===== config.mk =====
export PLATFORM = sky130hd
export DESIGN_NAME = sfpi_top
export DESIGN_NICKNAME = d
export VERILOG_FILES = /design/src/sfpi_top.v
export VERILOG_INCLUDE_DIRS = /design/src
export SDC_FILE = /design/constraint.sdc
export NUM_CORES = 1
export LEC_CHECK = 0
export BUFFER_PORTS_ARGS = -buffer_cell sky130_fd_sc_hd__buf_4
export CORE_MARGIN = 2
export CORE_UTILIZATION = 50
export DETAILED_ROUTE_END_ITERATION = 10
export GPL_TIMING_DRIVEN = 0
export PLACE_DENSITY = 0.77
export SYNTH_ARGS = -nofsm -noshare
export SYNTH_HDL_FRONTEND = slang
export SYNTH_SLANG_ARGS = --single-unit

===== constraint.sdc =====
create_clock -name mclk -period 2.6 [get_ports mclk]
set_input_delay 0 -clock mclk [delete_from_list [all_inputs] [get_ports mclk]]
set_output_delay 0 -clock mclk [all_outputs]
set_load 0.05 [all_outputs]

===== src/sfpi_map.vh =====
// Constants for the serial flash pin interface
// Contract
// - Serial traffic is honoured only while select is low; high gives standby once core_busy is low and no abort wait is counting.
// - Command, address and data bits are captured on serial clock rising edges.
// - Output data changes on serial clock falling edges.
// - In dual mode both data pins become lanes; one driver per lane.
// - With write guard low, the status lock bit protection is enforced.
// - Pause low suspends the exchange; it resumes where it stopped.
// - Both clock mode 0 and mode 3 work.
// - Page program accepts at most 256 bytes.
// - Erase sizes are 4K, 64K and the full array.
// - Write suspend reaches standby in under 20 us.
// - Software reset reaches standby in under 40 us.
// - Clock level at select fall picks mode 0 (low) or mode 3 (high).
// - Exchange is in 8-bit units; commands act after the full byte.
`ifndef SFPI_MAP_VH
`define SFPI_MAP_VH
`define SFPI_BYTE_BITS       4'h8
`define SFPI_PAGE_BYTES      9'h100
`define SFPI_SMALL_ERASE     24'h001000
`define SFPI_LARGE_ERASE     24'h010000
`define SFPI_ARRAY_BYTES     24'h100000
`define SFPI_SUSPEND_NS      20000
`define SFPI_RESET_NS        40000
`define SFPI_CLK_NS          10
`define SFPI_SUSPEND_CYC     ((`SFPI_SUSPEND_NS / `SFPI_CLK_NS) - 1)
`define SFPI_RESET_CYC       ((`SFPI_RESET_NS / `SFPI_CLK_NS) - 1)
`define SFPI_OP_WREN         8'h06
`define SFPI_OP_WRDI         8'h04
`define SFPI_OP_RDSR         8'h05
`define SFPI_OP_WRSR         8'h01
`define SFPI_OP_READ         8'h03
`define SFPI_OP_FAST         8'h0B
`define SFPI_OP_DUAL         8'h3B
`define SFPI_OP_PROG         8'h02
`define SFPI_OP_PROGL        8'h0A
`define SFPI_OP_SERA         8'h20
`define SFPI_OP_SERA2        8'hD7
`define SFPI_OP_LERA         8'hD8
`define SFPI_OP_AERA         8'h60
`define SFPI_OP_AERA2        8'hC7
`define SFPI_OP_SUSP         8'hB0
`define SFPI_OP_RSTEN        8'h66
`define SFPI_OP_RST          8'h99
`define SFPI_STAT_LOCK_BIT   7
`define SFPI_STAT_RESET      8'h00
`endif


===== src/sfpi_top.v =====
// Serial flash pin interface: pin front end, command decoder, data FIFO
`timescale 1ns/1ps
`default_nettype none
`include "sfpi_map.vh"

module sfpi_fifo #(
  parameter WIDTH = 8,
  parameter DEPTH = 32,
  parameter AW    = 5
) (
  // Clock and reset
  input  wire             mclk,
  input  wire             reset_n,
  // Fill side
  input  wire             in_valid,
  output wire             in_ready,
  input  wire [WIDTH-1:0] in_data,
  // Drain side
  output wire             out_valid,
  input  wire             out_ready,
  output wire [WIDTH-1:0] out_data
);
  reg [WIDTH-1:0] mem [0:DEPTH-1];
  reg [AW:0]      wr_q;
  reg [AW:0]      rd_q;
  wire            full;
  wire            empty;
  assign empty     = (wr_q == rd_q);
  assign full      = (wr_q[AW-1:0] == rd_q[AW-1:0]) && (wr_q[AW] != rd_q[AW]);
  assign in_ready  = !full;
  assign out_valid = !empty;
  assign out_data  = mem[rd_q[AW-1:0]];
  always @(posedge mclk)
  begin
    if (in_valid && !full)
      mem[wr_q[AW-1:0]] <= in_data;
  end
  always @(posedge mclk or negedge reset_n)
  begin
    if (!reset_n)
    begin
      wr_q <= {(AW+1){1'b0}};
      rd_q <= {(AW+1){1'b0}};
    end
    else
    begin
      if (in_valid && !full)
        wr_q <= wr_q + 1'b1;
      if (out_ready && !empty)
        rd_q <= rd_q + 1'b1;
    end
  end
endmodule // sfpi_fifo

module sfpi_top #(
  parameter SUSPEND_CYC = `SFPI_SUSPEND_CYC,
  parameter RESET_CYC   = `SFPI_RESET_CYC
) (
  // Clock and reset
  input  wire        mclk,
  input  wire        reset_n,
  // Serial pins
  input  wire        cs_n,
  input  wire        sck,
  input  wire        dual_lane_0_i,
  output reg         dual_lane_0_o,
  output reg         dual_lane_0_oe_n,
  input  wire        dual_lane_1_i,
  output reg         dual_lane_1_o,
  output reg         dual_lane_1_oe_n,
  input  wire        wp_n,
  input  wire        hold_n,
  // Memory core side
  input  wire        core_busy,
  input  wire        rd_valid,
  output reg         rd_ready,
  input  wire [7:0]  rd_data,
  output reg         prog_valid,
  input  wire        prog_ready,
  output reg  [7:0]  prog_data,
  output reg  [23:0] op_addr,
  output reg  [23:0] erase_size,
  output reg         erase_pulse,
  output reg         prog_start,
  output reg         core_abort,
  output reg         standby,
  output reg         mode3,
  output reg         stat_write_ok
);
  localparam ST_CMD  = 3'h0;
  localparam ST_ADDR = 3'h1;
  localparam ST_DUMY = 3'h2;
  localparam ST_READ = 3'h3;
  localparam ST_PROG = 3'h4;
  localparam ST_STAT = 3'h5;
  localparam ST_IDLE = 3'h6;

  // Two-stage synchronisers; stage one is read only by stage two
  reg [5:0] s1_q;
  reg [5:0] s2_q;
  reg       sck_prev_q;
  reg       cs_prev_q;
  always @(posedge mclk or negedge reset_n)
  begin
    if (!reset_n)
    begin
      s1_q       <= 6'h31;
      s2_q       <= 6'h31;
      sck_prev_q <= 1'b0;
      cs_prev_q  <= 1'b1;
    end
    else
    begin
      s1_q       <= {wp_n, hold_n, dual_lane_1_i, dual_lane_0_i, sck, cs_n};
      s2_q       <= s1_q;
      sck_prev_q <= s2_q[1];
      cs_prev_q  <= s2_q[0];
    end
  end
  wire sel    = !s2_q[0];
  wire paused = !s2_q[4];
  wire rise   = sel && !paused && s2_q[1] && !sck_prev_q;
  wire fall   = sel && !paused && !s2_q[1] && sck_prev_q;
  wire cs_fall = cs_prev_q && !s2_q[0];

  reg [2:0]  st_q;
  reg [7:0]  cmd_q;
  reg [7:0]  sh_q;
  reg [2:0]  bit_q;
  reg [1:0]  abyte_q;
  reg [8:0]  pcnt_q;
  reg [7:0]  tx_q;
  reg        dual_q;
  reg        rst_arm_q;
  reg [7:0]  stat_q;
  reg [15:0] wait_q;
  wire       byte_in = rise && (bit_q == 3'h7);
  wire [7:0] nbyte   = {sh_q[6:0], s2_q[2]};
  wire       f_valid;
  wire [7:0] f_data;
  wire       f_ready;
  reg        f_push;

  // Program data is buffered so a slow core can stall its drain side
  sfpi_fifo #(.WIDTH(8), .DEPTH(32), .AW(5)) u_fifo (
    .mclk      (mclk),
    .reset_n   (reset_n),
    .in_valid  (f_push),
    .in_ready  (f_ready),
    .in_data   (sh_q),
    .out_valid (f_valid),
    .out_ready (prog_ready && prog_valid),
    .out_data  (f_data)
  );

  always @(posedge mclk or negedge reset_n)
  begin
    if (!reset_n)
    begin
      st_q <= ST_IDLE; cmd_q <= 8'h00; sh_q <= 8'h00; bit_q <= 3'h0;
      abyte_q <= 2'h0; pcnt_q <= 9'h000; tx_q <= 8'h00; dual_q <= 1'b0;
      rst_arm_q <= 1'b0; stat_q <= `SFPI_STAT_RESET; wait_q <= 16'h0000;
      f_push <= 1'b0; op_addr <= 24'h000000; erase_size <= 24'h000000;
      erase_pulse <= 1'b0; prog_start <= 1'b0; core_abort <= 1'b0;
      standby <= 1'b1; mode3 <= 1'b0; stat_write_ok <= 1'b1; rd_ready <= 1'b0;
      prog_valid <= 1'b0; prog_data <= 8'h00;
      dual_lane_0_o <= 1'b0; dual_lane_0_oe_n <= 1'b1;
      dual_lane_1_o <= 1'b0; dual_lane_1_oe_n <= 1'b1;
    end
    else
    begin
      f_push      <= 1'b0;
      erase_pulse <= 1'b0;
      prog_start  <= 1'b0;
      rd_ready    <= 1'b0;
      stat_write_ok <= s2_q[5] || !stat_q[`SFPI_STAT_LOCK_BIT];
      if (prog_ready && prog_valid)
        prog_valid <= 1'b0;
      else if (!prog_valid && f_valid)
      begin
        prog_valid <= 1'b1;
        prog_data  <= f_data;
      end
      if (wait_q != 16'h0000)
      begin
        wait_q <= wait_q - 16'h0001;
        if (wait_q == 16'h0001)
        begin
          core_abort <= 1'b0;
          standby    <= 1'b1;
        end
      end
      if (cs_fall)
      begin
        mode3   <= s2_q[1];
        standby <= 1'b0;
        st_q    <= ST_CMD;
        bit_q   <= 3'h0;
        abyte_q <= 2'h0;
        pcnt_q  <= 9'h000;
      end
      else if (!sel)
      begin
        st_q <= ST_IDLE;
        dual_lane_1_oe_n <= 1'b1;
        dual_lane_0_oe_n <= 1'b1;
        dual_q <= 1'b0;
        if (!core_busy && wait_q == 16'h0000)
          standby <= 1'b1;
      end
      else if (paused)
      begin
        dual_lane_1_oe_n <= 1'b1;
        dual_lane_0_oe_n <= 1'b1;
      end
      else
      begin
        if (st_q == ST_READ || st_q == ST_STAT)
        begin
          dual_lane_1_oe_n <= 1'b0;
          dual_lane_0_oe_n <= !dual_q;
        end
        if (rise)
        begin
          sh_q  <= nbyte;
          bit_q <= bit_q + (dual_q ? 3'h2 : 3'h1);
        end
        if (fall && (st_q == ST_READ || st_q == ST_STAT))
        begin
          dual_lane_1_o <= tx_q[7];
          dual_lane_0_o <= tx_q[6];
          tx_q  <= dual_q ? {tx_q[5:0], 2'b00} : {tx_q[6:0], 1'b0};
          if (bit_q == 3'h0 && st_q == ST_READ)
          begin
            // First bits of a new byte leave on the loading fall, or the host samples a stale bit
            dual_lane_1_o <= rd_data[7];
            dual_lane_0_o <= rd_data[6];
            tx_q     <= dual_q ? {rd_data[5:0], 2'b00} : {rd_data[6:0], 1'b0};
            rd_ready <= rd_valid;
          end
        end
        if (byte_in)
        begin
          case (st_q)
            ST_CMD:
            begin
              cmd_q <= nbyte;
              rst_arm_q <= (nbyte == `SFPI_OP_RSTEN);
              if (nbyte == `SFPI_OP_RST && rst_arm_q)
              begin
                core_abort <= 1'b1; wait_q <= RESET_CYC[15:0];
              end
              else if (nbyte == `SFPI_OP_SUSP)
              begin
                core_abort <= 1'b1; wait_q <= SUSPEND_CYC[15:0];
              end
              else if (nbyte == `SFPI_OP_RDSR)
              begin
                st_q <= ST_STAT; tx_q <= stat_q;
              end
              else if (nbyte == `SFPI_OP_AERA || nbyte == `SFPI_OP_AERA2)
              begin
                op_addr <= 24'h000000; erase_size <= `SFPI_ARRAY_BYTES; erase_pulse <= 1'b1;
              end
              else if (nbyte == `SFPI_OP_WRSR || nbyte == `SFPI_OP_WREN || nbyte == `SFPI_OP_WRDI)
                st_q <= (nbyte == `SFPI_OP_WRSR) ? ST_STAT : ST_IDLE;
              else
                st_q <= ST_ADDR;
            end
            ST_ADDR:
            begin
              op_addr <= {op_addr[15:0], nbyte};
              abyte_q <= abyte_q + 2'h1;
              if (abyte_q == 2'h2)
              begin
                st_q <= ST_IDLE;
                if (cmd_q == `SFPI_OP_READ)
                  st_q <= ST_READ;
                else if (cmd_q == `SFPI_OP_FAST || cmd_q == `SFPI_OP_DUAL)
                  st_q <= ST_DUMY;
                else if (cmd_q == `SFPI_OP_PROG || cmd_q == `SFPI_OP_PROGL)
                begin
                  st_q <= ST_PROG; prog_start <= 1'b1;
                end
                else if (cmd_q == `SFPI_OP_SERA || cmd_q == `SFPI_OP_SERA2 || cmd_q == `SFPI_OP_LERA)
                begin
                  erase_size  <= (cmd_q == `SFPI_OP_LERA) ? `SFPI_LARGE_ERASE : `SFPI_SMALL_ERASE;
                  erase_pulse <= 1'b1;
                end
              end
            end
            ST_READ:
              st_q <= ST_READ;
            ST_DUMY:
            begin
              st_q   <= ST_READ;
              dual_q <= (cmd_q == `SFPI_OP_DUAL);
            end
            ST_PROG:
            begin
              if (pcnt_q != `SFPI_PAGE_BYTES && f_ready)
              begin
                f_push <= 1'b1; pcnt_q <= pcnt_q + 9'h001;
              end
            end
            ST_STAT:
            begin
              if (cmd_q == `SFPI_OP_WRSR && stat_write_ok)
                stat_q <= nbyte;
            end
            default:
              st_q <= ST_IDLE;
          endcase
        end
      end
    end
  end
endmodule // sfpi_top
`default_nettype wire


==> flow_summary.toml <==
[status]
outcome = "complete, but fails checks"
violations = "negative hold slack"

[final_layout]
antenna-diode-count = 0
layout_common_cells = "edfxtp_1, dfrtp_1, buf_4, mux4_2, nand2_1"
syn2layout_area_growth_pct = 19.27
final_common_cell = "edfxtp_1"
fin_nets = 1273
drive_gt1_frac = 0.2912
nFillCells = 2402
multi_input_area_um2 = 5454
area.sequential_um2 = 11200

[sta]
hold_ws_ps = -4.109
tns_ps = 0
finalHoldViolCount = 1
fin_crit_sh = 0.9501
setup_ws_ps = 129.7
slew_headroom = 0.2646
rsz0062_at_grt = "no"
fmax_mhz = 404.8
skew_ps = 41.15
worst_pin_slew_ps = 1103
setup_viol = 0
period_needed_ps = 2470
drv_slew = 0

[die]
rows = 67
pin_count = 87
core_um2 = 33280
start_util = 0.5031
dieArea_um2 = 34970
chipWidth_um = 187.0
dieHeight_um = 187.0

[clock_tree]
h-tree-depth = 2
cts_buffer_depth = 3
clkLatencyLatePin_ps = 560
numClockSinks = 395
cts_tree = "yes"
numCtsBuffers = 41
ctsRootBufferMaster = "clkbuf_16"
path_clk_slew_ps = 60

[critical_path]
rr_startpoint = "sh_q[2]"
cp_top_family = "simple AND/OR/NAND/NOR gates"
critPathKind = "reg2reg"
worst-path-buf-inv = 1
cp_num_cells = 6
crit_chain = "or4_4 -> nand2b_4 -> or4_4 -> buf_6 -> a21oi_4 -> a2bb2oi_1"
crit_fanout = 22
reg2reg_depth = 6
critPathMaxStageDelay_ps = 620
startpoint_type = "flop"
slowest_stage = "dfrtp_4"
critical_path_arrival_ps = 2920
cp.required_ps = 3050
crit_path_end_kind = "flop"
ff2ff_setup_slack_ps = 130
regToRegEndpoint = "tx_q[1]"
path_common_cell = "or4_4"

[synth]
synthFlopType = "edfxtp_1"
yosysUniqueCellTypes = 76
async_flop_share = 0.3519
ys_seq_area_frac = 0.6678
ys_warn_count = 0
synth_area_leader_cell = "edfxtp_1"
synth_top_area_frac = 0.4591
synthCells = 1090
synth.avg_cell_area_um2 = 15.36
synth_area_um2 = 16740
synth.top_cells.by_area = "edfxtp_1, dfrtp_1, mux4_2"
ys_ff_latch = 395
synth_edf_count = 256

[pwr]
ir_drop_v = 0.0005122
power.total_mw = 13.43
p_per_area_nw_per_um2 = 672.7
leakage_nw = 7.310

[route]
num_vias = 10310
drt_iter0_drc = 1157
postRouteAntennaNets = 0
drt_first_pass_iters = 6
wl_mm = 39.18
vias_per_cell = 5.985
wl_per_cell_um = 22.75
drc = 0

[placement]
gp_congestion = 0.8485
dpl_worst_slack_ps = -942.9
dpl.hpwl_mm = 24.61
io_buffer_count = 64

[global_routing]
grt_max_degree = 75
grt_pass1_vias = 10490
overflow = 0
grt_first_pass_wirelength_mm = 60.59
antenna_found_initial = 0
track_usage = 0.2235

[run]
drv_cap = 0

[hold_path]
hp-class = "in2async"
-- how the worst max path moves through the flow --
stage                        start                end
floorplan           u_fifo.rd_q[3]  u_fifo.mem[11][0]
global placement           sh_q[4]        op_addr[15]
detailed placement         sh_q[4]        op_addr[11]
CTS                        sh_q[4]        op_addr[11]
global route               sh_q[4]        op_addr[10]
finish                     sh_q[2]            tx_q[1]
-- cell type report --
type,instances,area share
Sequential cell,395,0.5610
Multi-Input combinational cell,606,0.2731
Clock buffer,48,0.05369
Timing Repair Buffer,90,0.03953
Tap cell,448,0.02807
Buffer,78,0.02187
Clock inverter,28,0.01729
Inverter,29,0.005451
-- synth_stat cells (all sizes together), types with 5 or more instances --
master / count
ha: 12
nor2b: 7
a22o: 7
o31ai: 13
a2bb2oi: 6
o41ai: 5
mux2: 26
a31oi: 11
o22ai: 17
xnor2: 13
a211oi: 8
dfstp: 13
a21oi: 21
o21ai: 35
and3: 9
nor2: 61
nand4: 19
dfrtp: 126
xor2: 17
mux4: 69
mux2i: 20
clkbuf: 36
nor3b: 6
nand3b: 15
edfxtp: 256
buf: 44
nand2: 65
inv: 29
nand3: 21
nor3: 11
nand2b: 11
nor4: 7
nor4b: 7
or3: 6
or4: 5
o211ai: 6
-- logic make-up after synthesis --
logic type,count (synthesis),synth area share
fa+ha+maj,13,0.01016
other cells,1,0.0002240
compound gates,156,0.06315
buf+inv,109,0.03146
mux,115,0.1223
flops,395,0.6678
simple gates,271,0.08922
xor+xnor,30,0.01569
-- registers in the layout, summed over array words and instances (netlist names), 8 cells and up --
register and cells:
u_fifo.mem 256, op_addr 24, wait_q 16, pcnt_q 9, cmd_q 8, prog_data 8
sh_q 8, stat_q 8, tx_q 8
-- routing by layer --
metal / vias to the layer above / global-route usage / share of wire
met3: 93 / 0.03189 / 0.068
met2: 453 / 0.3798 / 0.51
met4: 0 / 0.07082 / 0.027
met5: - / 0 / 0
met1: 5275 / 0.3008 / 0.40
li1: 4486 / - / -
-- worst reg2reg max path, stage by stage (launching register included) --
cell	delay [ps]
dfrtp_4	620
or4_4	590
nand2b_4	170
or4_4	420
buf_6	160
a21oi_4	220
a2bb2oi_1	200
-- power breakdown --
part	switching [mW]	internal, mW	total (mW)
registers	0.113	6.81	6.92
logic	0.296	0.145	0.441
clock network	2.48	3.59	6.07
total	2.89	10.5	13.4
-- through the flow --
stage                     area (um2)  utilization  hold WS, ps  cells
after floorplan                16820            -       -295.6   1110
after global placement         17860       0.5366        108.3   1622
after detailed placement       17890       0.5376        27.34   1623
after CTS                      19860       0.5968        20.13   1716
after global routing           19970       0.6001        54.43   1722
final                          19970       0.6001       -4.109   1722
-- repair_timing --
item,in CTS,in global routing
pin swaps,4,4
setup buffers,6,7
setup endpoints to repair,321,304
hold endpoints to repair,151,0
hold buffers,12,0
resized for setup,103,12
No activity file was read; power rests on OpenSTA's default activity.
